**src/pkg/adc_cal_pkg.sv**
```systemverilog
package adc_cal_pkg;

	// register indices; byte address is four times the index
	localparam int unsigned IDX_CH1_GAIN_CAL_HIGH = 'h11;
	localparam int unsigned IDX_CH1_GAIN_CAL_LOW = 'h12;
	localparam int unsigned IDX_CH2_CONFIG = 'h13;
	localparam int unsigned IDX_CH2_OFFSET_CAL_HIGH = 'h14;
	localparam int unsigned IDX_CH2_OFFSET_CAL_LOW = 'h15;
	localparam int unsigned IDX_CH2_GAIN_CAL_HIGH = 'h16;
	localparam int unsigned IDX_FIRST = IDX_CH1_GAIN_CAL_HIGH;
	localparam int unsigned BYTES_PER_REG = 4;

	// slot numbers inside the bank, slot = index - IDX_FIRST
	localparam int unsigned REG_COUNT = 6;
	localparam int unsigned SLOT_CH1_GAIN_HIGH = IDX_CH1_GAIN_CAL_HIGH - IDX_FIRST;
	localparam int unsigned SLOT_CH1_GAIN_LOW = IDX_CH1_GAIN_CAL_LOW - IDX_FIRST;
	localparam int unsigned SLOT_CH2_CONFIG = IDX_CH2_CONFIG - IDX_FIRST;
	localparam int unsigned SLOT_CH2_OFFSET_HIGH = IDX_CH2_OFFSET_CAL_HIGH - IDX_FIRST;
	localparam int unsigned SLOT_CH2_OFFSET_LOW = IDX_CH2_OFFSET_CAL_LOW - IDX_FIRST;
	localparam int unsigned SLOT_CH2_GAIN_HIGH = IDX_CH2_GAIN_CAL_HIGH - IDX_FIRST;

	localparam int unsigned REG_W = 16;
	localparam int unsigned COEF_W = 24;

	// reset values, slot 5 first
	localparam logic [REG_COUNT-1:0][REG_W-1:0] REG_RESET = {
		16'h8000, 16'h0000, 16'h0000, 16'h0000, 16'h0000, 16'h8000
	};
	// writable bits; reserved bits are zero here
	localparam logic [REG_COUNT-1:0][REG_W-1:0] REG_WMASK = {
		16'hFFFF, 16'hFF00, 16'hFFFF, 16'hFFF7, 16'hFF00, 16'hFFFF
	};

	// channel 2 configuration fields
	localparam int unsigned CFG_DELAY_MSB = 15;
	localparam int unsigned CFG_DELAY_LSB = 6;
	localparam int unsigned CFG_DELAY_W = CFG_DELAY_MSB - CFG_DELAY_LSB + 1;
	localparam int unsigned CFG_TEMP_SOURCE_BIT = 5;
	localparam int unsigned CFG_TEMP_ON_BIT = 4;
	localparam int unsigned CFG_TEMP_INVERT_BIT = 2;
	localparam int unsigned CFG_ROUTE_MSB = 1;
	localparam int unsigned CFG_ROUTE_LSB = 0;

	// low-register coefficient byte position
	localparam int unsigned LOW_COEF_MSB = 15;
	localparam int unsigned LOW_COEF_LSB = 8;

	// input routes
	localparam logic [1:0] ROUTE_NORMAL = 2'h0;
	localparam logic [1:0] ROUTE_SHORTED = 2'h1;
	localparam logic [1:0] ROUTE_DC_TEST = 2'h2;
	localparam logic [1:0] ROUTE_AC_TEST = 2'h3;

	// sample delay bias turns the signed count into a wait of 0..1023 ticks
	localparam logic [10:0] DELAY_BIAS = 11'h200;
	localparam int unsigned MOD_DIV_DEFAULT = 32;

	// gain 1.0 is 2^23, so products shift right by this much
	localparam int unsigned GAIN_FRAC_BITS = 23;

endpackage : adc_cal_pkg

```
**src/rtl/cal_word.sv**
```systemverilog
`timescale 1ns/10ps

module cal_word
	import adc_cal_pkg::*;
#(
	parameter logic [15:0] RESET_VALUE = 16'h0000,
	parameter logic [15:0] WRITE_MASK = 16'hFFFF
) (
	input wire logic pclk,
	input wire logic presetn,
	input wire logic wr_en,
	input wire logic [15:0] wr_data,
	input wire logic [1:0] byte_en,
	output logic [15:0] value
);

	typedef struct packed {
		logic [15:0] value;
	} word_state_t;

	word_state_t state_reg;
	word_state_t state_next;
	logic [15:0] lane_mask;

	assign lane_mask = {{8{byte_en[1]}}, {8{byte_en[0]}}} & WRITE_MASK;

	always_comb begin
		state_next = state_reg;
		if (wr_en) begin
			// reserved bits never take written data
			state_next.value = (state_reg.value & ~lane_mask) | (wr_data & lane_mask);
		end
		state_next.value = state_next.value & WRITE_MASK;
	end

	always_ff @(posedge pclk or negedge presetn) begin
		if (!presetn) begin
			state_reg <= '{value: RESET_VALUE};
		end else begin
			state_reg <= state_next;
		end
	end

	assign value = state_reg.value;

endmodule : cal_word

```
**src/rtl/adc_cal_regs.sv**
```systemverilog
// The APB interface to the registers was chosen for this implementation.
`timescale 1ns/10ps


module adc_cal_regs
	import adc_cal_pkg::*;
#(
	parameter int unsigned ADDR_W = 8,
	parameter int unsigned MOD_DIV = MOD_DIV_DEFAULT
) (
	input wire logic pclk,
	input wire logic presetn,
	input wire logic psel,
	input wire logic penable,
	input wire logic pwrite,
	input wire logic [ADDR_W-1:0] paddr,
	input wire logic [31:0] pwdata,
	input wire logic [3:0] pstrb,
	output logic [31:0] prdata,
	output logic pready,
	output logic pslverr,
	input wire logic frame_start,
	input wire logic ch2_raw_valid,
	input wire logic [23:0] ch2_raw_data,
	output logic [23:0] ch1_gain_coef,
	output logic [23:0] ch2_offset_coef,
	output logic [23:0] ch2_gain_coef,
	output logic [9:0] ch2_sample_delay,
	output logic temp_source_choice,
	output logic temp_measure_on,
	output logic temp_input_invert,
	output logic [1:0] ch2_input_route,
	output logic mod_tick,
	output logic ref_sample_strobe,
	output logic ch2_sample_strobe,
	output logic ch2_cal_valid,
	output logic [23:0] ch2_cal_data
);

	localparam int unsigned DIV_W = (MOD_DIV > 1) ? $clog2(MOD_DIV) : 1;
	localparam logic [DIV_W-1:0] DIV_LAST = DIV_W'(MOD_DIV - 1);
	localparam int unsigned TOP_BYTE_ADDR = BYTES_PER_REG * (IDX_FIRST + REG_COUNT - 1);

	generate
		if (ADDR_W < $clog2(TOP_BYTE_ADDR + 1) || ADDR_W > 32) begin : g_bad_addr_w
			$error("adc_cal_regs: ADDR_W cannot reach the register bank");
		end
		if (MOD_DIV < 2) begin : g_bad_mod_div
			$error("adc_cal_regs: MOD_DIV must be at least 2");
		end
	endgenerate

	////////////////////////////////////////////////////////////////////////////////
	// register bank

	logic [REG_COUNT-1:0][REG_W-1:0] reg_value;
	logic [REG_COUNT-1:0] addr_hit;
	logic [REG_COUNT-1:0] reg_wr;
	logic access_done;
	logic setup_phase;

	assign setup_phase = psel && !penable;
	assign access_done = psel && penable && pready;

	genvar gi;
	generate
		for (gi = 0; gi < REG_COUNT; gi++) begin : g_reg
			assign addr_hit[gi] = (paddr == ADDR_W'(BYTES_PER_REG * (IDX_FIRST + gi)));
			// write lands only on the completing access edge
			assign reg_wr[gi] = access_done && pwrite && addr_hit[gi];

			cal_word #(
				.RESET_VALUE(REG_RESET[gi]),
				.WRITE_MASK(REG_WMASK[gi])
			) u_word (
				.pclk(pclk),
				.presetn(presetn),
				.wr_en(reg_wr[gi]),
				.wr_data(pwdata[15:0]),
				.byte_en(pstrb[1:0]),
				.value(reg_value[gi])
			);
		end
	endgenerate

	////////////////////////////////////////////////////////////////////////////////
	// coefficient and field views, straight from register bits except the constant zero low byte of ch2_gain_coef

	assign ch1_gain_coef = {reg_value[SLOT_CH1_GAIN_HIGH],
		reg_value[SLOT_CH1_GAIN_LOW][LOW_COEF_MSB:LOW_COEF_LSB]};
	assign ch2_offset_coef = {reg_value[SLOT_CH2_OFFSET_HIGH],
		reg_value[SLOT_CH2_OFFSET_LOW][LOW_COEF_MSB:LOW_COEF_LSB]};
	// channel 2 gain-low lives outside this bank, so its low byte is zero here
	assign ch2_gain_coef = {reg_value[SLOT_CH2_GAIN_HIGH], 8'h00};
	assign ch2_sample_delay = reg_value[SLOT_CH2_CONFIG][CFG_DELAY_MSB:CFG_DELAY_LSB];
	assign temp_source_choice = reg_value[SLOT_CH2_CONFIG][CFG_TEMP_SOURCE_BIT];
	assign temp_measure_on = reg_value[SLOT_CH2_CONFIG][CFG_TEMP_ON_BIT];
	assign temp_input_invert = reg_value[SLOT_CH2_CONFIG][CFG_TEMP_INVERT_BIT];
	assign ch2_input_route = reg_value[SLOT_CH2_CONFIG][CFG_ROUTE_MSB:CFG_ROUTE_LSB];

	////////////////////////////////////////////////////////////////////////////////
	// state

	typedef struct packed {
		logic pready;
		logic pslverr;
		logic [31:0] prdata;
		logic [DIV_W-1:0] div_cnt;
		logic mod_tick;
		logic [10:0] ref_cnt;
		logic ref_busy;
		logic ref_strobe;
		logic [10:0] ch2_cnt;
		logic ch2_busy;
		logic ch2_strobe;
		logic diff_valid;
		logic [24:0] diff;
		logic cal_valid;
		logic [23:0] cal_data;
	} top_state_t;

	top_state_t state_reg;
	top_state_t state_next;

	logic [15:0] read_word;
	logic [10:0] ch2_wait;
	logic signed [24:0] diff_s;
	logic signed [24:0] gain_s;
	logic signed [49:0] product;
	logic signed [26:0] scaled;
	logic scaled_overflow;

	always_comb begin
		read_word = 16'h0000;
		for (int i = 0; i < REG_COUNT; i++) begin
			if (addr_hit[i]) begin
				read_word = reg_value[i];
			end
		end
	end

	// signed delay plus bias: -512 fires at once, +511 waits 1023 ticks
	assign ch2_wait = DELAY_BIAS + {{1{ch2_sample_delay[9]}}, ch2_sample_delay};

	// gain is unsigned, so it gets a zero sign bit before the signed multiply
	assign diff_s = state_reg.diff;
	assign gain_s = {1'b0, ch2_gain_coef};
	assign product = diff_s * gain_s;
	assign scaled = product[GAIN_FRAC_BITS+26:GAIN_FRAC_BITS];
	assign scaled_overflow = (scaled[26:23] != {4{scaled[23]}});

	always_comb begin
		state_next = state_reg;

		// apb: setup cycle prepares the answer, access cycle completes it
		state_next.pready = 1'b0;
		if (setup_phase) begin
			state_next.pready = 1'b1;
			state_next.pslverr = ~|addr_hit;
			state_next.prdata = (!pwrite && |addr_hit) ? {16'h0000, read_word} : 32'h0000_0000;
		end else if (access_done) begin
			state_next.pslverr = 1'b0;
		end

		// modulator tick divider
		state_next.mod_tick = 1'b0;
		if (state_reg.div_cnt == DIV_LAST) begin
			state_next.div_cnt = '0;
			state_next.mod_tick = 1'b1;
		end else begin
			state_next.div_cnt = state_reg.div_cnt + DIV_W'(1);
		end

		// reference and channel 2 sample timing
		state_next.ref_strobe = 1'b0;
		state_next.ch2_strobe = 1'b0;
		if (frame_start) begin
			// a new frame restarts both waits
			state_next.ref_cnt = DELAY_BIAS;
			state_next.ref_busy = 1'b1;
			state_next.ch2_cnt = ch2_wait;
			state_next.ch2_busy = 1'b1;
		end else begin
			if (state_reg.ref_busy) begin
				if (state_reg.ref_cnt == 11'h000) begin
					state_next.ref_strobe = 1'b1;
					state_next.ref_busy = 1'b0;
				end else if (state_reg.mod_tick) begin
					state_next.ref_cnt = state_reg.ref_cnt - 11'h001;
				end
			end
			if (state_reg.ch2_busy) begin
				if (state_reg.ch2_cnt == 11'h000) begin
					state_next.ch2_strobe = 1'b1;
					state_next.ch2_busy = 1'b0;
				end else if (state_reg.mod_tick) begin
					state_next.ch2_cnt = state_reg.ch2_cnt - 11'h001;
				end
			end
		end

		// channel 2 calibration: (raw - offset) * gain, saturated
		state_next.diff_valid = ch2_raw_valid;
		if (ch2_raw_valid) begin
			state_next.diff = {ch2_raw_data[23], ch2_raw_data}
				- {ch2_offset_coef[23], ch2_offset_coef};
		end
		state_next.cal_valid = state_reg.diff_valid;
		if (state_reg.diff_valid) begin
			if (scaled_overflow) begin
				state_next.cal_data = scaled[26] ? 24'h800000 : 24'h7FFFFF;
			end else begin
				state_next.cal_data = scaled[23:0];
			end
		end
	end

	always_ff @(posedge pclk or negedge presetn) begin
		if (!presetn) begin
			state_reg <= '0;
		end else begin
			state_reg <= state_next;
		end
	end

	////////////////////////////////////////////////////////////////////////////////
	// outputs

	assign prdata = state_reg.prdata;
	assign pready = state_reg.pready;
	assign pslverr = state_reg.pslverr;
	assign mod_tick = state_reg.mod_tick;
	assign ref_sample_strobe = state_reg.ref_strobe;
	assign ch2_sample_strobe = state_reg.ch2_strobe;
	assign ch2_cal_valid = state_reg.cal_valid;
	assign ch2_cal_data = state_reg.cal_data;

endmodule : adc_cal_regs

```
**config.mk**
```make
export PLATFORM = sky130hd
export DESIGN_NAME = adc_cal_regs
export DESIGN_NICKNAME = d
export VERILOG_FILES = /design/src/pkg/adc_cal_pkg.sv /design/src/rtl/cal_word.sv /design/src/rtl/adc_cal_regs.sv
export SDC_FILE = /design/constraint.sdc
export NUM_CORES = 1
export LEC_CHECK = 0
export BUFFER_PORTS_ARGS = -buffer_cell sky130_fd_sc_hd__clkbuf_2
export CAP_MARGIN = 0
export CORE_MARGIN = 5
export CORE_UTILIZATION = 45
export CTS_BUF_LIST = sky130_fd_sc_hd__clkbuf_8
export DETAILED_ROUTE_END_ITERATION = 8
export GPL_TIMING_DRIVEN = 0
export PLACE_DENSITY = 0.66
export SYNTH_ARGS = -nofsm -noshare
export SYNTH_HDL_FRONTEND = slang
export SYNTH_SLANG_ARGS = --single-unit
```
**constraint.sdc**
```tcl
create_clock -name pclk -period 7.4 [get_ports pclk]
set_clock_uncertainty 0.2 [all_clocks]
set_input_delay 0.74 -clock pclk [delete_from_list [all_inputs] [get_ports pclk]]
set_output_delay 0.74 -clock pclk [all_outputs]
set_load 0.02 [all_outputs]
```
After elaboration in Yosys (flattened, before gate mapping)
Index checks and enable logic that the tools add are counted.
Widths: inputs -> output; s select.
{"block": "word_totals", "in_bits": 75, "elab_cells": 104, "output_inout_bits": 149, "regBits": 196}
{"block": "op_classes", "eq_ne": 10, "n_reduce_logical": 23, "muxes": 26, "n_mul": 1, "bitwise": 18, "addsub": 5}
{"cell": "$and 16x16->16", "count": 9}
{"cell": "$mux 16", "count": 7}
{"cell": "$or 16x16->16", "count": 6}
{"cell": "$eq 8x7->1 const B", "count": 6}
{"cell": "$mux 24", "count": 2}
{"cell": "$not 16->16", "count": 3}
{"cell": "$mux 11", "count": 4}
{"cell": "$mul 25x17->42", "count": 1}
{"cell": "$mux 13", "count": 2}
{"cell": "$sub 24x24->25", "count": 1}
{"cell": "$mux 12", "count": 2}
{"cell": "$logic_not 11->1", "count": 2}
{"cell": "$sub 11x1->11 const B", "count": 2}
{"cell": "$add 10x11->11 const A", "count": 1}
{"cell": "$logic_and 1x1->1", "count": 11}
{"cell": "$reduce_bool 2->1", "count": 4}
{"cell": "$mux 1", "count": 6}
{"cell": "$reduce_and 3->1", "count": 2}
{"cell": "$reduce_or 6->1", "count": 1}
{"cell": "$add 5x1->5 const B", "count": 1}
{"cell": "$eq 5x5->1 const B", "count": 1}
{"cell": "$mux 5", "count": 1}
{"cell": "$mux 2", "count": 2}
{"cell": "$ne 2x2->1 const B", "count": 2}
{"cell": "2 further kinds", "count": 4}

Depth between registers and ports, before layout
{"block": "depth", "depth_word": 8, "ltp_mapped": 28, "mapped_depth_nobuf": 26}

By module
A second synthesis with hierarchy kept.
{"block": "hier_totals", "cells_unflattened": 2630, "area_unflattened_um2": 24423.4}
{"mod": "adc_cal_regs", "seq_area_each_um2": 2527.4, "area_per_inst_um2": 21353.0, "n_inst": 1, "cells_per_inst": 2442}
{"mod": "cal_word at g_reg[0].u_word ...", "seq_area_each_um2": 401.6, "area_per_inst_um2": 594.3, "n_inst": 2, "cells_per_inst": 34}
{"mod": "cal_word at g_reg[1].u_word ...", "seq_area_each_um2": 200.2, "area_per_inst_um2": 360.3, "n_inst": 2, "cells_per_inst": 26}
{"mod": "cal_word at g_reg[3].u_word", "seq_area_each_um2": 400.4, "area_per_inst_um2": 593.1, "n_inst": 1, "cells_per_inst": 34}
{"mod": "cal_word at g_reg[2].u_word", "seq_area_each_um2": 375.4, "area_per_inst_um2": 568.0, "n_inst": 1, "cells_per_inst": 34}

Worst setup path before layout
OpenSTA, ideal clock, no wires.
{"block": "synth_timing", "kind": "register to register", "startpoint": "reg (tool-made name)", "endpoint": "reg state_reg, in the netlist ch2_cal_data[10]", "arrival_time_ns": 7.108, "period_less_slack_ns": 7.435, "required_ns": 7.074, "setup_time_ns": 0.126, "path_stages_with_launch": 26, "setup_slack_ns": -0.035, "n_path_buf": 3, "path_cell_list": "dfrtp_1 -> clkbuf_1 -> clkbuf_1 -> nand2_1 -> fa_1 -> inv_1 -> fa_1 -> fa_1 -> fa_1 -> fa_1 -> inv_1 -> fa_1 -> inv_1 -> ha_1 -> nand2_2 -> nor3_2 -> nand3_1 -> nor4_1 -> nor2_1 -> mux2_4 -> nor4_4 -> a2111oi_2 -> a211oi_2 -> nand3_4 -> buf_6 -> a311o_1"}
{"element": "end signal: assignment", "line_no": "adc_cal_regs.sv:222", "source": "state_reg <= state_next;"}
{"element": "end: declaration", "line_no": "adc_cal_regs.sv:122", "source": "top_state_t state_reg;"}

==> impl_metrics.json <==
{
  "status": "finished with violations",
  "violations": "setup timing",
  "cp.arrival_ns": 7.73,
  "first_pass_iters": 7,
  "net-switching-power_uw": 821,
  "cts.clk_slew.worst_paths_ns": 0.12,
  "powerDensity_mw_per_mm2": 84.8,
  "via_per_inst": 5.30,
  "syn_area_mm2": 0.0236,
  "combPwrFrac_pct": 21.0,
  "min_path_cells": 0,
  "die_w_um": 239,
  "grt_use_met2_pct": 43.2,
  "wl_um": 70500,
  "die_area_mm2": 0.0571,
  "grt_pass1_wl_um": 111000,
  "setup_viol": 19,
  "ant_nets": 0,
  "clk_path_buf_depth": 2,
  "io_buffers": 179,
  "p_clk_share_pct": 32.5,
  "max_stage_delay_ns": 0.54,
  "start_util_pct": 45.2,
  "p_seq_share_pct": 46.5,
  "cts_root_buf": "clkbuf_8",
  "grt_max_degree": 116,
  "drive_gt1_share_pct": 24.2,
  "seq_area_frac_synth_pct": 19.1,
  "critical_path.max_fanout": 6,
  "placed_cells_incl_taps": 3397,
  "power_mw": 2.35,
  "p_int_mw": 1.53,
  "use_met3_pct": 4.87,
  "worst_slack_ns": -0.0958,
  "slew_violations": 0,
  "io_pins": 224,
  "syn_inst": 2506,
  "finalCritPeriodShare_pct": 101,
  "swShare_pct": 34.9,
  "multiInputGateArea_mm2": 0.0169,
  "dieHeight_um": 239,
  "area_growth_pct": 17.3,
  "antenna_found_initial": 4,
  "fillers": 4769,
  "dr_total_vias": 18600,
  "htree_levels": 4,
  "cts_tree": "yes",
  "use_met1_pct": 31.8,
  "drc": 0,
  "yosysTopAreaCell": "fa_1",
  "synth_ff_type": "dfrtp_1",
  "rows": 84,
  "cts_sinks": 180,
  "antenna_cells": 0,
  "grt_pass1_vias": 20000,
  "wl_per_cell_um": 20.1,
  "leakagePower_nw": 14.4,
  "cts_buffers": 17,
  "overflow": 0,
  "async_flop_share_pct": 100,
  "r2r_slack_ns": -0.1,
  "rsz0062_at_grt": "yes",
  "nets": 3409,
  "synth.avg_cell_area_um2": 9.42,
  "hold_viol": 0,
  "layout_min_cycle_time_ns": 7.50,
  "holdWs_ns": 0.186,
  "slowest_stage": "dfrtp_4",
  "critPathMostFrequentCell": "fa_1",
  "ys_top_cells_by_area": "fa_1, dfrtp_1, inv_1, ha_1, nand2_1",
  "core_region_area_mm2": 0.0522,
  "rr_worst_depth": 25,
  "place_congestion": 0.950,
  "worstSetupEndpointType": "register",
  "tightestPinTransition_ns": 1.26,
  "track_usage_pct": 25.1,
  "r2r-end": "ch2_cal_data[12]",
  "slew_headroom_pct": 15.1,
  "synth_cell_types": 85,
  "worst_hold_path_type": "reg -> reg",
  "hpwl_um": 55400,
  "drt_iter0_markers": 1218,
  "critPathLaunchType": "register",
  "synth.top_cell.area_share_pct": 33.1,
  "hold_end": "ch2_cal_valid",
  "ir_worst_vdd_uv": 119,
  "hold_path.startpoint": "state_next[24]",
  "ys_ff_latch": 180,
  "worstPathRequired_ns": 7.63,
  "worstSetupPathType": "reg -> reg",
  "critical-path-top-delay-family": "adder cells",
  "synth_edf_count": 0,
  "crit_buf_inv": 7,
  "yosysWarnings": 0,
  "gr-max-usage-layer": "met2",
  "fin_cells": 3516,
  "ff_latch_area_mm2": 0.00455,
  "clk_latency_ns": 0.54,
  "drv_cap": 0,
  "max_freq_ghz": 0.133
}
[metal layers]
metal	wire length (um)	vias to the layer above
li1	-	8295
met1	28200	9545
met2	35000	631
met3	4440	158
met4	2870	4
met5	34	-
[worst reg2reg max path, stage by stage, from the launching register on]
cell	delay, ns
dfrtp_4	0.54
clkbuf_16	0.20
buf_12	0.11
nand2_2	0.06
fa_1	0.53
inv_1	0.06
fa_1	0.54
fa_1	0.44
fa_1	0.53
fa_1	0.53
inv_1	0.05
fa_1	0.51
inv_2	0.05
ha_4	0.20
buf_6	0.12
a21o_1	0.16
a21oi_2	0.20
o2111ai_2	0.18
a221oi_4	0.37
a21oi_2	0.13
or3_4	0.43
and2_4	0.20
a211oi_4	0.32
nand3_4	0.19
buf_6	0.18
a311o_1	0.35
[power groups by stage]
stage / logic, mW / clock network, mW / registers (mW)
3_3_place_gp: 0.408 / 0 / 1.12
2_1_floorplan: 0.273 / 0 / 1.09
3_5_place_dp: 0.418 / 0 / 1.12
6_report: 0.493 / 0.764 / 1.09
4_1_cts: 0.476 / 0.779 / 1.09
5_1_grt: 0.532 / 0.807 / 1.10
[cells in the mapped netlist, drive strengths merged, types with 10 or more instances]
cell type and number:
inv 514, fa 390, nand2 344, dfrtp 178, and2 163, ha 129, clkbuf 95, o21ai 87
mux2 77, buf 73, a21oi 60, nor2 57, xnor2 40, a21o 23, nand3 23, a22oi 22
a311o 18, xor2 18, nor2b 17, a221oi 16, nor3 13, and3 11, a211oi 10
[layout make-up]
cell class / count / area share (%)
clock buffer: 18 / 0.895
multi-input combinational: 1666 / 61.2
inverter: 515 / 7.00
buffer: 159 / 4.53
tap: 688 / 3.11
clock inverter: 14 / 0.646
sequential: 180 / 16.4
timing repair buffer: 276 / 6.20
[what timing repair did]
action                                  in CTS  in global routing
gates cloned                                 3                  0
endpoints found under the setup margin      24                 23
buffers inserted                            60                 37
hold endpoints to repair                    21                  0
hold buffers                                 1                  0
resized for setup                          232                 96
pin swaps                                   37                 74
[per-stage QoR]
| step | TNS [ns] | instance area (um^2) | util (%) | setup WS (ns) |
|---|---|---|---|---|
| global route | -4.88 | 27700 | 53.0 | -0.277 |
| finish | -0.854 | 27700 | 53.0 | -0.0958 |
| CTS | -0.135 | 27100 | 51.9 | -0.0468 |
| floorplan | 0 | 23700 | - | 0.0345 |
| global placement | -27.58 | 25400 | 48.7 | -1.24 |
| detailed placement | -28.17 | 25500 | 48.8 | -1.28 |
[placed cells by master, fill, tap and decap left out, drive strengths merged, types with 9 or more instances in the layout]
| cell | instances |
|---|---|
| inv | 521 |
| a21o | 23 |
| a221oi | 16 |
| xor2 | 18 |
| conb | 24 |
| dfrtp | 178 |
| a211oi | 10 |
| clkbuf | 265 |
| and3 | 11 |
| a311o | 18 |
| fa | 390 |
| nor3 | 13 |
| o21ai | 88 |
| a21oi | 60 |
| a22oi | 22 |
| nor4 | 9 |
| ha | 129 |
| nand2 | 344 |
| nor2b | 17 |
| nand2b | 9 |
| nor2 | 57 |
| nand3 | 24 |
| o21a | 9 |
| xnor2 | 40 |
| buf | 185 |
| and2b | 9 |
| and2 | 163 |
| mux2 | 77 |
[worst max path at each step]
stage	cells after the start	end	slack (ns)
3_3_place_gp	25	ch2_cal_data[9]	-1.24
5_1_grt	25	ch2_cal_data[12]	-0.28
6_report	25	ch2_cal_data[12]	-0.1
4_1_cts	29	ch2_cal_data[14]	-0.05
3_5_place_dp	25	ch2_cal_data[12]	-1.28
2_1_floorplan	25	ch2_cal_data[10]	0.03
[cells by family (layout without fill, tap and decap cells)]
logic type      Yosys count  count (layout)  share of synthesized area (%)
xor+xnor                 58              58                           2.15
mux                      79              79                           3.83
other cells               1              24                         0.0159
compound gates          295             296                           8.51
buf+inv                 685             982                           12.2
fa+ha+maj               519             519                           39.9
flops                   180             180                           19.1
simple gates            689             690                           14.3
(Power assumes the default switching activity.)
